--- src/hw/src_ratio_cfg.svh ---
// Constants for the synthesizer ratio path: register offsets, field widths and timing.
// Assumes inclusion by src_pkg, by the ratio path module and by the testbench.
`ifndef SRC_RATIO_CFG_SVH
`define SRC_RATIO_CFG_SVH

// =============================================================
// Register byte offsets on the control port
`define SRC_ADDR_RATIO_B3   8'h06
`define SRC_ADDR_RATIO_B2   8'h07
`define SRC_ADDR_RATIO_B1   8'h08
`define SRC_ADDR_RATIO_B0   8'h09
`define SRC_ADDR_MOD_SEL    8'h03
`define SRC_ADDR_DIV_SEL    8'h04
`define SRC_ADDR_STATUS     8'h05

// =============================================================
// Field widths and fixed-point layout
`define SRC_RATIO_W         32
`define SRC_RATIO_INT_W     12
`define SRC_RATIO_FRAC_W    20
`define SRC_GUARD_W         4
`define SRC_FRAC_W          24
`define SRC_EFF_W           41
`define SRC_LDIV_W          18
`define SRC_MOD_W           3
`define SRC_DIV_W           2
`define SRC_CNT_W           18

// =============================================================
// Reset values and divider codes
`define SRC_MOD_SEL_RESET   3'h0
`define SRC_DIV_SEL_RESET   2'h0
`define SRC_RATIO_RESET     32'h0000_0000
`define SRC_DIV_CODE_BY1    2'h0
`define SRC_DIV_CODE_BY2    2'h1

// =============================================================
// Lock timing: longest lock time in ms and clock period in ns
`define SRC_LOCK_TIME_MS    2
`define SRC_CLK_PERIOD_NS   8

`endif

--- src/hw/src_pkg.sv ---
// Types shared by the synthesizer ratio path.
// Assumes src_ratio_cfg.svh is on the include path.
`include "src_ratio_cfg.svh"

package src_pkg;

  // Byte write request from the control port.
  typedef struct packed {
    logic       en;
    logic [7:0] addr;
    logic [7:0] data;
  } src_wr_t;

  // Lock sequencing states.
  typedef enum logic {
    src_relock,
    src_locked
  } src_lock_t;

  // Whole state of the ratio path.
  typedef struct packed {
    logic [`SRC_RATIO_W-1:0] ratio;
    logic [`SRC_MOD_W-1:0]   mod_sel;
    logic [`SRC_DIV_W-1:0]   div_sel;
    logic                    ref_prev;
    logic [1:0]              ref_cnt;
    logic                    tick;
    logic [`SRC_FRAC_W-1:0]  acc;
    logic [`SRC_EFF_W-1:0]   eff;
    logic [`SRC_LDIV_W-1:0]  loop_div;
    src_lock_t               lock_st;
    logic [`SRC_CNT_W-1:0]   lock_cnt;
    logic [7:0]              rd_data;
  } src_state_t;

endpackage

--- src/hw/src_ratio_path.sv ---
// Ratio path of a fractional-N synthesizer: registers, modifier, divider, modulator.
// Assumes byte writes and reads synchronous to core_clk and a synchronous reference input.
//
// Operation
// - User ratio is unsigned 12.20 fixed point.
// - Ratio reaches about 4096, step 0.954 ppm.
// - Modifier code selects x1..x8 or /2../16.
// - Modifier always applied; resets to unity.
// - Stored user ratio never altered by modifier.
// - Effective ratio equals user ratio times modifier.
// - Divide value compensates the reference divider.
// - Reference divided by 2-bit select factor.
// - User ratio sits at bytes 06h to 09h.
// - Delta-sigma carry density gives the fraction.
// - Ratio-affecting writes drop lock, then relock.
`timescale 1ns/100ps
`include "src_ratio_cfg.svh"

module src_ratio_path #(
  parameter int unsigned LOCK_CYCLES =
    (`SRC_LOCK_TIME_MS * 1000000) / `SRC_CLK_PERIOD_NS
) (
  // Clock and reset.
  input  wire logic                   core_clk,
  input  wire logic                   sys_rst,
  // Control port write and read.
  input  wire src_pkg::src_wr_t       wr_req,
  input  wire logic [7:0]             rd_addr,
  output logic [7:0]                  rd_data,
  // Timing reference input.
  input  wire logic                   timing_reference_clock,
  // Synthesizer controls and status.
  output logic                        internal_timing_clock,
  output logic [`SRC_EFF_W-1:0]       effective_ratio_value,
  output logic [`SRC_LDIV_W-1:0]      loop_divide_value,
  output logic                        pll_locked
);

  localparam logic [`SRC_CNT_W-1:0] LOCK_LAST = `SRC_CNT_W'(LOCK_CYCLES - 1);

  src_pkg::src_state_t q;
  src_pkg::src_state_t d;
  logic [1:0]              div_last;
  logic [1:0]              div_shift;
  logic [1:0]              mod_up;
  logic [2:0]              mod_dn;
  logic [`SRC_EFF_W-1:0]   base;
  logic [`SRC_EFF_W-1:0]   corr;
  logic [`SRC_FRAC_W:0]    sum;

  // =============================================================
  // Next-state logic
  // Computes every field of the next state from the current state and inputs.
  always_comb begin
    d = q;
    // Divider select maps to the last count and to the compensation shift.
    case (q.div_sel)
      `SRC_DIV_CODE_BY1: begin
        div_last  = 2'h0;
        div_shift = 2'h0;
      end
      `SRC_DIV_CODE_BY2: begin
        div_last  = 2'h1;
        div_shift = 2'h1;
      end
      default: begin
        div_last  = 2'h3;
        div_shift = 2'h2;
      end
    endcase
    // Reference rising edges are counted down to one internal tick.
    d.ref_prev = timing_reference_clock;
    d.tick     = 1'b0;
    if (timing_reference_clock && !q.ref_prev) begin
      if (q.ref_cnt == div_last) begin
        d.ref_cnt = 2'h0;
        d.tick    = 1'b1;
      end else begin
        d.ref_cnt = q.ref_cnt + 2'h1;
      end
    end
    // Modifier: low codes shift up, high codes shift down by one more.
    mod_up = q.mod_sel[2] ? 2'h0 : q.mod_sel[1:0];
    mod_dn = q.mod_sel[2] ? ({1'b0, q.mod_sel[1:0]} + 3'h1) : 3'h0;
    // The 12.20 ratio gains guard bits so a sixteenth loses nothing.
    base   = {5'h00, q.ratio, {`SRC_GUARD_W{1'b0}}};
    d.eff  = (base << mod_up) >> mod_dn;
    // The divided reference needs the ratio scaled up by the divide factor.
    corr   = q.eff << div_shift;
    sum    = {1'b0, q.acc} + {1'b0, corr[`SRC_FRAC_W-1:0]};
    if (q.tick) begin
      d.acc      = sum[`SRC_FRAC_W-1:0];
      d.loop_div = {1'b0, corr[`SRC_EFF_W-1:`SRC_FRAC_W]} +
                   {{(`SRC_LDIV_W-1){1'b0}}, sum[`SRC_FRAC_W]};
    end
    // Register writes; the ratio bytes go most significant first.
    if (wr_req.en) begin
      case (wr_req.addr)
        `SRC_ADDR_RATIO_B3: d.ratio[31:24] = wr_req.data;
        `SRC_ADDR_RATIO_B2: d.ratio[23:16] = wr_req.data;
        `SRC_ADDR_RATIO_B1: d.ratio[15:8]  = wr_req.data;
        `SRC_ADDR_RATIO_B0: d.ratio[7:0]   = wr_req.data;
        `SRC_ADDR_MOD_SEL:  d.mod_sel      = wr_req.data[`SRC_MOD_W-1:0];
        `SRC_ADDR_DIV_SEL:  d.div_sel      = wr_req.data[`SRC_DIV_W-1:0];
        default: begin
        end
      endcase
    end
    // A changed ratio, modifier or divider restarts the lock wait.
    if ((d.ratio != q.ratio) || (d.mod_sel != q.mod_sel) ||
        (d.div_sel != q.div_sel)) begin
      d.lock_st  = src_pkg::src_relock;
      d.lock_cnt = LOCK_LAST;
      d.acc      = '0;
      d.ref_cnt  = '0;                                           // Drops any stale phase.
    end else begin
      case (q.lock_st)
        src_pkg::src_relock: begin
          if (q.lock_cnt == '0) begin
            d.lock_st = src_pkg::src_locked;
          end else begin
            d.lock_cnt = q.lock_cnt - `SRC_CNT_W'(1);
          end
        end
        src_pkg::src_locked: d.lock_st = src_pkg::src_locked;
        default:             d.lock_st = src_pkg::src_relock;
      endcase
    end
    // Read mux; unmapped addresses return zero.
    case (rd_addr)
      `SRC_ADDR_RATIO_B3: d.rd_data = q.ratio[31:24];
      `SRC_ADDR_RATIO_B2: d.rd_data = q.ratio[23:16];
      `SRC_ADDR_RATIO_B1: d.rd_data = q.ratio[15:8];
      `SRC_ADDR_RATIO_B0: d.rd_data = q.ratio[7:0];
      `SRC_ADDR_MOD_SEL:  d.rd_data = {5'h00, q.mod_sel};
      `SRC_ADDR_DIV_SEL:  d.rd_data = {6'h00, q.div_sel};
      `SRC_ADDR_STATUS:   d.rd_data = {7'h00, q.lock_st == src_pkg::src_locked};
      default:            d.rd_data = 8'h00;
    endcase
  end

  // =============================================================
  // State register
  // Holds the whole state; reset gives unity modifier and a fresh lock wait.
  always_ff @(posedge core_clk) begin
    if (sys_rst) begin
      q          <= '0;
      q.ratio    <= `SRC_RATIO_RESET;
      q.mod_sel  <= `SRC_MOD_SEL_RESET;
      q.div_sel  <= `SRC_DIV_SEL_RESET;
      q.lock_cnt <= LOCK_LAST;
    end else begin
      q <= d;
    end
  end

  // Outputs come straight from the state register.
  assign rd_data               = q.rd_data;
  assign internal_timing_clock = q.tick;
  assign effective_ratio_value = q.eff;
  assign loop_divide_value     = q.loop_div;
  assign pll_locked            = (q.lock_st == src_pkg::src_locked);

  logic [`SRC_EFF_W-1:0] corr_q;
  always_ff @(posedge core_clk) begin
    corr_q <= corr;
  end
endmodule

--- config.mk ---
export PLATFORM = sky130hd
export DESIGN_NAME = src_ratio_path
export DESIGN_NICKNAME = d
export VERILOG_FILES = /design/src/hw/src_pkg.sv /design/src/hw/src_ratio_path.sv
export VERILOG_INCLUDE_DIRS = /design/src /design/src/hw
export SDC_FILE = /design/constraint.sdc
export NUM_CORES = 1
export LEC_CHECK = 0
export BUFFER_PORTS_ARGS = -buffer_cell sky130_fd_sc_hd__buf_2
export CAP_MARGIN = 15
export CORE_MARGIN = 2
export CORE_UTILIZATION = 55
export CTS_CLUSTER_DIAMETER = 200
export DETAILED_ROUTE_END_ITERATION = 7
export GPL_ROUTABILITY_DRIVEN = 1
export HOLD_SLACK_MARGIN = 0.03
export PLACE_DENSITY_LB_ADDON = 0.25
export SLEW_MARGIN = 0
export SYNTH_ARGS = -nofsm -noshare
export SYNTH_HDL_FRONTEND = slang
export SYNTH_SLANG_ARGS = --single-unit
--- constraint.sdc ---
create_clock -name core_clk -period 9.4 [get_ports core_clk]
set_clock_uncertainty 0.05 [all_clocks]
set_input_delay 0.94 -clock core_clk [delete_from_list [all_inputs] [get_ports core_clk]]
set_output_delay 0.94 -clock core_clk [all_outputs]
set_load 0.02 [all_outputs]
==> impl_metrics.py, run 1 <==
metrics = {
    "worst_setup_path": {
        "crit_required_ns": 9.69,
        "cpPeakStageDelay_ns": 0.58,
        "criticalPathCategory": "flop to flop",
        "critPathTopFamily": "compound AO/OA/AOI/OAI gates",
        "crit_chain": "buf_4 > mux2i_1 > o21ai_0 > ha_1 > a211oi_1 > o21ai_0 > nand2_1 > a31o_2 > a311oi_1 > a41oi_1 > nor2b_1 > o21ai_0 > ha_1 > nand2_1 > nor4_1 > nand2_1 > xor2_1 > a211oi_1",
        "crit_arrival_ns": 5.30,
        "critPathLaunchType": "flop",
        "crit_slowest_cell": "buf_4",
        "path_buf_inv": 1,
        "cp_max_fo": 43,
        "cp-end-kind": "flop",
    },
    "status": {
        "status": "completed",
    },
    "logic_synthesis": {
        "ys_seq_area_share_pct": 29.2,
        "synth_top_family_by_area": "simple AND/OR/NAND/NOR gates",
        "yosys.area_share.simple_pct": 19.5,
        "yosys.area.top_type": "dfxtp_1",
        "yosysUniqueCellTypes": 79,
        "synth_top_area_share_pct": 29.2,
        "synth_common_cells": "dfxtp_1 (149), mux2i_1 (146), nor2_1 (138)",
        "yosys.area_share.adder_pct": 3.62,
        "synthFlopType": "dfxtp_1",
        "postSynthAreaPerCell_um2": 7.96,
        "synthCells": 1284,
        "synth_area_leaders": "dfxtp_1 (29%), mux2i_1 (14%), a21oi_1 (5.3%)",
        "synthesis.area_mm2": 0.0102,
        "async_reset_ff_share_pct": 0,
        "yosysMostFrequentCell": "dfxtp_1",
        "ys_ff_latch": 149,
        "muxShareOfSynthArea_pct": 15.5,
        "yosys.area_share.xor_xnor_pct": 5.14,
        "synth_edf_count": 0,
        "synth_compound_area_share_pct": 17.9,
        "yosys_warnings": 0,
    },
    "power_and_ir_drop": {
        "pwr-share-seq_pct": 43.3,
        "power_uw": 1490,
        "p_comb_share_pct": 5.1,
        "p_switching_uw": 343,
        "p_clk_share_pct": 51.6,
        "powerDensity_mw_per_mm2": 137,
        "ir_drop_v": 0.000134,
        "p_int_uw": 1150,
        "p_sw_share_pct": 23.0,
        "leakage_uw": 0.00405,
    },
    "cts": {
        "ctsHoldBuffers": 0,
        "clock_sinks": 149,
        "worst_skew_pair.late_latency_ns": 0.43,
        "cts_setup_buffers": 0,
        "cts_tree": "yes",
        "cts_max_path_buffers": 2,
        "htreeDepth": 4,
        "numCtsBuffers": 17,
        "root_buffer": "clkbuf_16",
        "clkTransAtPathRegs_ns": 0.07,
        "cts_resized": 0,
    },
    "layout": {
        "fin_util_pct": 60.1,
        "nets": 1313,
        "drive_gt1_share_pct": 13.2,
        "nFillCells": 1611,
        "num_antenna_cells": 0,
        "syn2layout_area_growth_pct": 6.37,
    },
    "floorplan": {
        "start_util_pct": 56.5,
        "die_h_um": 140,
        "die_x_um": 140,
        "ios": 97,
        "num_rows": 49,
        "coreArea_mm2": 0.0181,
        "die_area_mm2": 0.0197,
    },
    "grt": {
        "use_met2_pct": 42.4,
        "grt_pass1_vias": 8095,
        "grt-ovfl-total": 0,
        "grtUsageMet3_pct": 3.97,
        "antenna_found_initial": 0,
        "busiest_layer": "met2",
        "met1_usage_pct": 37.4,
        "grt_pass1_wl_um": 42800,
        "grtUsageTotal_pct": 26.8,
        "grt_max_degree": 67,
    },
    "timing": {
        "maxSlewHeadroom_pct": 24.2,
        "finalMaxSlewViolations": 0,
        "setup_viol": 0,
        "fmax_ghz": 0.200,
        "period_needed_ns": 5.01,
        "fin_ws_ns": 4.39,
        "fin_tns_setup_ns": 0,
        "worst_pin_slew_ns": 1.14,
        "rsz0062_at_grt": "no",
        "finalCritPeriodShare_pct": 53.3,
        "finalHoldViolations": 0,
    },
    "drt": {
        "drcViolationCount": 0,
        "ant_nets": 0,
        "routed_wl_um": 26600,
        "avgViaCountPerCell": 5.99,
        "first_pass_iters": 5,
        "wl_per_cell_um": 17.8,
        "drt-initial-drc-count": 674,
        "vias": 8978,
    },
    "place": {
        "portBuffers": 94,
        "hpwl_um": 18900,
        "pre_cts_slack_ns": 4.43,
        "gp_congestion": 0.943,
    },
    "flow_run": {
        "cap_viol_max_count": 0,
    },
    "worst_hold_path": {
        "hold_path_class": "flop to flop",
    },
}
-- final cells by class --
class                      instances  area [µm²]  area share [%]
clock buffer                      18         439            4.04
multi-input combinational        962        6320            58.1
tap                              229         287            2.63
inverter                          23        86.3           0.794
timing repair buffer             103         538            4.95
sequential                       149        2990            27.5
clock inverter                    14         221            2.04
-- sequential cells by signal, indices dropped and copies added (netlist names) --
register,flops
q,50
effective_ratio_value,39
base,32
loop_divide_value,18
rd_data,8
internal_timing_clock,1
pll_locked,1
-- through the flow --
stage,hold WS (ns),instance area (µm²),cells
after floorplan,0.382,10200,1285
after global placement,0.393,10200,1466
after detailed placement,0.401,10200,1466
after CTS,0.414,10900,1498
after global routing,0.440,10900,1498
final,0.410,10900,1498
-- power by group through the flow --
| stage | clock network (µW) | registers, µW | logic [µW] |
|---|---|---|---|
| CTS | 776 | 645 | 75.4 |
| global placement | 0 | 659 | 74.9 |
| detailed placement | 0 | 659 | 75.2 |
| global route | 806 | 645 | 82.5 |
| floorplan | 0 | 656 | 60.8 |
| finish | 769 | 645 | 75.8 |
-- worst reg2reg max path, stage by stage (launching register included) --
cell      delay [ns]
dfxtp_2         0.38
buf_4           0.58
mux2i_1         0.29
o21ai_0         0.10
ha_1            0.40
a211oi_1        0.11
o21ai_0         0.33
nand2_1         0.09
a31o_2          0.26
a311oi_1        0.29
a41oi_1         0.20
nor2b_1         0.17
o21ai_0         0.32
ha_1            0.24
nand2_1         0.13
nor4_1          0.48
nand2_1         0.13
xor2_1          0.16
a211oi_1        0.22
-- cell usage in the layout (no fill, tap or decap), types with 5 or more instances in the layout --
cell	count
o21ai_0	53
clkbuf_16	17
o21bai_1	7
buf_2	94
buf_4	9
or3_1	5
nor3b_1	5
dfxtp_1	145
a22oi_1	8
nor2_1	138
bufinv_16	5
nand3_1	19
o22ai_1	27
mux2_2	11
mux2i_1	146
nand3b_1	11
xnor2_1	29
nand4_1	9
a31oi_1	11
o211ai_1	7
a211oi_1	18
xor2_1	31
nor3_1	32
a21oi_1	108
inv_1	21
ha_1	28
nand2b_1	12
a21o_1	12
nand2_1	131
nor2b_1	21
-- worst paths after layout --
path	start	endpoint	slack, ns	cells past startpoint
setup / recovery	q[114]	loop_divide_value[12]	4.39	18
hold reg to reg	q[9]	q[9]	0.41	1
hold / removal	q[9]	q[9]	0.41	1
setup reg to reg	q[114]	loop_divide_value[12]	4.39	18
-- cell families (layout without fill, tap and decap cells) --
group	count (synthesis)	count (layout)
xor+xnor	60	60
other cells	1	2
buf+inv	174	158
mux	157	157
fa+ha+maj	29	29
compound gates	296	296
simple gates	418	418
flops	149	149
-- per-layer routing --
layer / wire [µm] / up-vias / part of all wire [%]
li1: - / 4434 / -
met1: 12200 / 4202 / 46
met2: 12300 / 299 / 46
met3: 1580 / 43 / 5.9
met4: 557 / 0 / 2.1
met5: 0 / - / 0
Power figures use the tool's default switching activity.
==> inputs of run 2 (changes only) <==
==> constraint.sdc (replaced) <==
create_clock -name core_clk -period 4.95 [get_ports core_clk]
set_clock_uncertainty 0.05 [all_clocks]
set_input_delay 0.495 -clock core_clk [delete_from_list [all_inputs] [get_ports core_clk]]
set_output_delay 0.495 -clock core_clk [all_outputs]
set_load 0.02 [all_outputs]
==> run 2 against run 1 <==
Compared with the run above: via count increased by 0.70%; largest power group unchanged; register-to-register slack got worse by 3.9 ns; count of clock-buffer cells in the layout increased by 2; final area increased by 0.26%; critical endpoint is now loop_divide_value[13]; largest cell class unchanged; die area unchanged.
==> impl_metrics.py, run 2 (synthesis results as in run 1) <==
metrics = {
    "worst_setup_path": {
        "critPathLaunchType": "flop",
        "crit_required_ns": 5.25,
        "crit_arrival_ns": 4.71,
        "crit_start": "q[114]",
        "criticalPathCategory": "flop to flop",
        "crit_slowest_cell": "dfxtp_2",
        "cp-end-kind": "flop",
        "worstRegToRegCells": 18,
        "cpPeakStageDelay_ns": 0.59,
        "r2r_setup_slack_ns": 0.53,
        "r2r_end": "loop_divide_value[13]",
        "r2r_start": "q[114]",
        "cp_max_fo": 14,
        "crit_chain": "buf_12 > mux2i_1 > o21ai_0 > ha_1 > o21a_1 > o21bai_1 > a31oi_1 > nor3_1 > a311oi_1 > a41oi_1 > nor2b_1 > o21ai_0 > ha_1 > nand2_1 > nor4_4 > nand3_1 > xnor2_1 > a211oi_1",
    },
    "timing": {
        "rsz0062_at_grt": "no",
        "fmax_ghz": 0.226,
        "finalMaxSlewViolations": 0,
        "finalCritPeriodShare_pct": 89.2,
        "fin_hold_ws_ns": 0.313,
        "fin_ws_ns": 0.533,
        "setup_viol": 0,
        "maxSlewHeadroom_pct": 22.2,
        "fin_tns_setup_ns": 0,
        "period_needed_ns": 4.42,
        "worst_pin_slew_ns": 1.17,
        "finalHoldViolations": 0,
    },
    "grt": {
        "grt_pass1_wl_um": 42800,
        "grtUsageTotal_pct": 26.8,
        "grt_pass1_vias": 8206,
        "antenna_found_initial": 0,
        "grt-ovfl-total": 0,
        "grt_max_degree": 54,
    },
    "place": {
        "gp_congestion": 0.979,
        "portBuffers": 94,
        "hpwl_um": 19500,
        "pre_cts_slack_ns": 0.413,
        "dp_cells": 1471,
    },
    "cts": {
        "cts_resized": 0,
        "clkTransAtPathRegs_ns": 0.06,
        "cts_max_path_buffers": 2,
        "worst_skew_pair.late_latency_ns": 0.44,
        "clock_sinks": 149,
        "root_buffer": "clkbuf_16",
        "htreeDepth": 4,
        "numCtsBuffers": 17,
        "cts_tree": "yes",
        "ctsHoldBuffers": 0,
        "cts_setup_buffers": 0,
    },
    "layout": {
        "num_antenna_cells": 0,
        "final_cell_mix": "mux2i_1 (146), dfxtp_1 (145), nor2_1 (138), nand2_1 (131), a21oi_1 (108)",
        "nets": 1318,
        "max_flop_register": "q",
        "largest_register_ffs": 50,
        "mostFrequentLayoutCell": "mux2i_1",
        "nFillCells": 1695,
        "stdcell_count": 1503,
        "fin_util_pct": 60.3,
        "syn2layout_area_growth_pct": 6.66,
        "drive_gt1_share_pct": 13.4,
    },
    "worst_hold_path": {
        "hold_depth": 2,
        "hold_start": "timing_reference_clock",
        "hold_path_class": "input port to flop",
        "hold_end": "q[113]",
    },
    "floorplan": {
        "die_h_um": 140,
        "start_util_pct": 56.5,
        "ios": 97,
        "die_x_um": 140,
        "coreArea_mm2": 0.0181,
        "num_rows": 49,
        "die_area_mm2": 0.0197,
    },
    "drt": {
        "first_pass_iters": 7,
        "routed_wl_um": 26700,
        "wl_per_cell_um": 17.7,
        "avgViaCountPerCell": 6.02,
        "drt-initial-drc-count": 733,
        "ant_nets": 0,
        "vias": 9041,
        "drcViolationCount": 0,
    },
    "status": {
        "status": "completed",
    },
    "power_and_ir_drop": {
        "powerDensity_mw_per_mm2": 252,
        "ir_drop_v": 0.000220,
        "leakage_uw": 0.00407,
    },
    "flow_run": {
        "cap_viol_max_count": 0,
    },
}
-- run 2: changes by cell type in the layout (fill, tap and decap cells not counted) --
| cell | change |
|---|---|
| nor4_1 | -1 |
| inv_6 | -3 |
| o21ai_0 | -1 |
| bufinv_16 | -1 |
| buf_12 | +1 |
| buf_4 | +4 |
| clkinvlp_4 | +1 |
| clkinv_2 | +1 |
| o21ai_1 | +1 |
| clkbuf_1 | +2 |
| nor4_4 | +1 |
-- run 2: cell type report --
type	count	area [µm²]	area share, %
Clock buffer	20	447	4.10
Tap cell	229	287	2.63
Inverter	23	86.3	0.792
Multi-Input combinational cell	962	6330	58.1
Timing Repair Buffer	108	588	5.39
Sequential cell	149	2990	27.4
Clock inverter	12	178	1.63
-- run 2: worst max-delay path, delay by kind of cell (launching register included) --
family	cells	cell delay, ns
buffers and inverters	1	0.22
multiplexers	1	0.18
AO/OA/AOI/OAI	8	1.58
AND/OR/NAND/NOR	5	0.85
adder cells (fa/ha/maj)	2	0.71
XOR/XNOR	1	0.15
flip-flops	1	0.59
-- run 2: worst max-delay path by stage --
stage / to / slack [ns] / cells after the start
detailed placement: loop_divide_value[12] / 0.41 / 17
finish: loop_divide_value[13] / 0.53 / 18
global placement: loop_divide_value[12] / 0.49 / 18
CTS: loop_divide_value[16] / 0.42 / 17
global route: loop_divide_value[9] / 0.03 / 18
floorplan: loop_divide_value[12] / 0.12 / 22
-- run 2: through the flow --
stage / area [µm²] / power [µW]
2_1_floorplan: 10200 / 1360
3_3_place_gp: 10300 / 1390
3_5_place_dp: 10300 / 1400
4_1_cts: 10900 / 2770
5_1_grt: 10900 / 2840
6_report: 10900 / 2750
-- run 2: layer usage --
layer  global-route usage, %  vias up  part of all wire, %
met3                    5.81       48                  6.1
li1                        -     4460                    -
met2                    41.9      309                   46
met4                    9.36        0                  2.4
met1                    36.7     4224                   46
met5                       0        -                    0
-- run 2: where the power goes --
part	switching [µW]	internal, µW
clock	523	857
sequential	11.1	1210
combinational	98.5	50.1
==> inputs of run 3 (changes only) <==
--- a/config.mk
+++ b/config.mk
@@ -15,6 +15,7 @@
 export GPL_ROUTABILITY_DRIVEN = 1
 export HOLD_SLACK_MARGIN = 0.03
 export PLACE_DENSITY_LB_ADDON = 0.25
+export REMOVE_ABC_BUFFERS = 1
 export SLEW_MARGIN = 0
 export SYNTH_ARGS = -nofsm -noshare
 export SYNTH_HDL_FRONTEND = slang
==> run 3 against run 2 <==
Compared with the run above: critical path depth grew 1; wire length shrank 6.6%; critical endpoint is now loop_divide_value[16]; count of clock-buffer cells in the layout increased by 2; sequential share of layout area increased by 0.073 points; first-iteration DRC count is 11% lower; clock power is essentially flat; highest routed layer unchanged; largest cell class unchanged.
==> impl_metrics.py, run 3 (synthesis results as in run 1) <==
metrics = {
    "place": {
        "dpl_cell_area_mm2": 0.0102,
        "dp_cells": 1470,
        "pre_cts_slack_ns": 0.307,
        "gp_congestion": 0.951,
        "portBuffers": 94,
        "hpwl_um": 17600,
    },
    "worst_hold_path": {
        "hold_start": "timing_reference_clock",
        "hold_end": "q[113]",
        "hold_depth": 2,
        "hold_path_class": "input port to flop",
    },
    "timing": {
        "finalCritPeriodShare_pct": 89.1,
        "maxSlewHeadroom_pct": 27.7,
        "finalHoldViolations": 0,
        "setup_viol": 0,
        "rsz0062_at_grt": "no",
        "fmax_ghz": 0.227,
        "period_needed_ns": 4.41,
        "fin_ws_ns": 0.537,
        "finalMaxSlewViolations": 0,
        "worst_pin_slew_ns": 1.08,
    },
    "drt": {
        "drt-initial-drc-count": 651,
        "first_pass_iters": 6,
        "ant_nets": 0,
        "vias": 8911,
        "drcViolationCount": 0,
        "routed_wl_um": 24900,
        "avgViaCountPerCell": 5.93,
        "wl_per_cell_um": 16.6,
    },
    "power_and_ir_drop": {
        "p_comb_share_pct": 5.4,
        "p_clk_share_pct": 49.8,
        "p_switching_uw": 624,
        "pwr-share-seq_pct": 44.8,
        "p_int_uw": 2100,
        "p_sw_share_pct": 22.9,
        "ir_drop_v": 0.000238,
        "leakage_uw": 0.00406,
        "powerDensity_mw_per_mm2": 250,
    },
    "layout": {
        "num_antenna_cells": 0,
        "nets": 1317,
        "mostFrequentLayoutCell": "mux2i_1",
        "syn2layout_area_growth_pct": 6.37,
        "final_cell_area_mm2": 0.0109,
        "nFillCells": 1636,
        "drive_gt1_share_pct": 13.3,
        "max_flop_register": "q",
        "regArea_mm2": 0.00299,
        "final_cell_mix": "mux2i_1 (146), dfxtp_1 (145), nor2_1 (138), nand2_1 (131), a21oi_1 (108)",
        "multi_input_area_mm2": 0.00633,
        "stdcell_count": 1502,
        "largest_register_ffs": 50,
    },
    "grt": {
        "grt_pass1_vias": 8189,
        "antenna_found_initial": 0,
        "grt_max_degree": 66,
        "grt-ovfl-total": 0,
        "grt_pass1_wl_um": 40800,
        "grtUsageTotal_pct": 25.1,
    },
    "floorplan": {
        "coreArea_mm2": 0.0181,
        "ios": 97,
        "start_util_pct": 56.5,
        "die_area_mm2": 0.0197,
        "die_h_um": 140,
        "die_x_um": 140,
        "num_rows": 49,
    },
    "worst_setup_path": {
        "r2r_end": "loop_divide_value[16]",
        "r2r_setup_slack_ns": 0.54,
        "r2r_start": "q[114]",
        "cp_max_fo": 15,
        "critPathLaunchType": "flop",
        "cp-end-kind": "flop",
        "criticalPathCategory": "flop to flop",
        "crit_arrival_ns": 4.70,
        "crit_required_ns": 5.23,
        "worstRegToRegCells": 19,
    },
    "cts": {
        "clkTransAtPathRegs_ns": 0.06,
        "cts_setup_buffers": 0,
        "cts_max_path_buffers": 2,
        "htreeDepth": 4,
        "numCtsBuffers": 17,
        "worst_skew_pair.late_latency_ns": 0.43,
        "clock_sinks": 149,
        "cts_tree": "yes",
        "root_buffer": "clkbuf_16",
    },
    "flow_run": {
        "cap_viol_max_count": 0,
    },
    "status": {
        "status": "completed",
    },
}
run 3: cell types whose count changed in the layout (fill, tap and decap cells not counted), sizes merged:
cell,before,now
clkbuf,20,22
clkinvlp,1,0
bufinv,4,3
inv,24,25
buf,108,107
clkinv,6,5
run 3: cell type report:
class                   instances  area share (%)
repair buffers                107            5.26
inverters                      23           0.794
clock buffers                  22            4.36
clock inverters                10            1.32
multi-input cells             962            58.2
flip-flops and latches        149            27.5
well taps                     229            2.63
run 3: timing repair:
item / 4_1_cts / 5_1_grt
gates resized for setup: 0 / 4
setup endpoints to repair: 0 / 8
hold buffers: 0 / 0
run 3: per-stage QoR:
stage,setup TNS [ns],hold slack [ns],power (µW),utilization (%)
2_1_floorplan,-1.30,0.385,1330,-
3_3_place_gp,0,0.394,1390,56.7
3_5_place_dp,0,0.402,1390,56.7
4_1_cts,0,0.266,2740,60.1
5_1_grt,0,0.286,2800,60.1
6_report,0,0.272,2720,60.1
run 3: worst max path at each step:
stage	startpoint	to	slack (ns)	cells past startpoint
6_report	q[114]	loop_divide_value[16]	0.54	19
5_1_grt	q[114]	loop_divide_value[16]	0.09	19
4_1_cts	q[114]	loop_divide_value[13]	0.27	18
3_5_place_dp	q[114]	loop_divide_value[13]	0.31	18
3_3_place_gp	q[114]	loop_divide_value[15]	0.46	19
2_1_floorplan	q[114]	loop_divide_value[16]	-0.21	17
run 3: power groups by stage:
stage	Combinational (µW)	Sequential, µW	Clock [µW]
4_1_cts	145	1220	1370
3_5_place_dp	144	1250	0
2_1_floorplan	65.6	1260	0
6_report	146	1220	1360
5_1_grt	159	1220	1420
3_3_place_gp	143	1250	0
run 3: per-layer routing:
layer | GRT usage, % | up-vias | share of wire (%)
li1 | - | 4464 | -
met1 | 33.9 | 4154 | 47
met2 | 40.6 | 260 | 46
met3 | 4.89 | 33 | 5.2
met4 | 8.03 | 0 | 1.5
met5 | 0 | - | 0
run 3: worst max-delay path: stages, from the launching register on:
cell	delay [ns]
dfxtp_2	0.45
buf_4	0.22
nor3b_1	0.19
ha_1	0.23
fa_1	0.27
a211oi_1	0.12
o21ai_1	0.29
nand2_1	0.09
a31o_2	0.25
a311oi_1	0.32
a41oi_1	0.21
nor2b_1	0.17
o21ai_1	0.22
ha_1	0.21
nand2_1	0.11
nor4_1	0.28
buf_4	0.18
nand3b_1	0.10
xnor2_1	0.15
a211oi_1	0.24
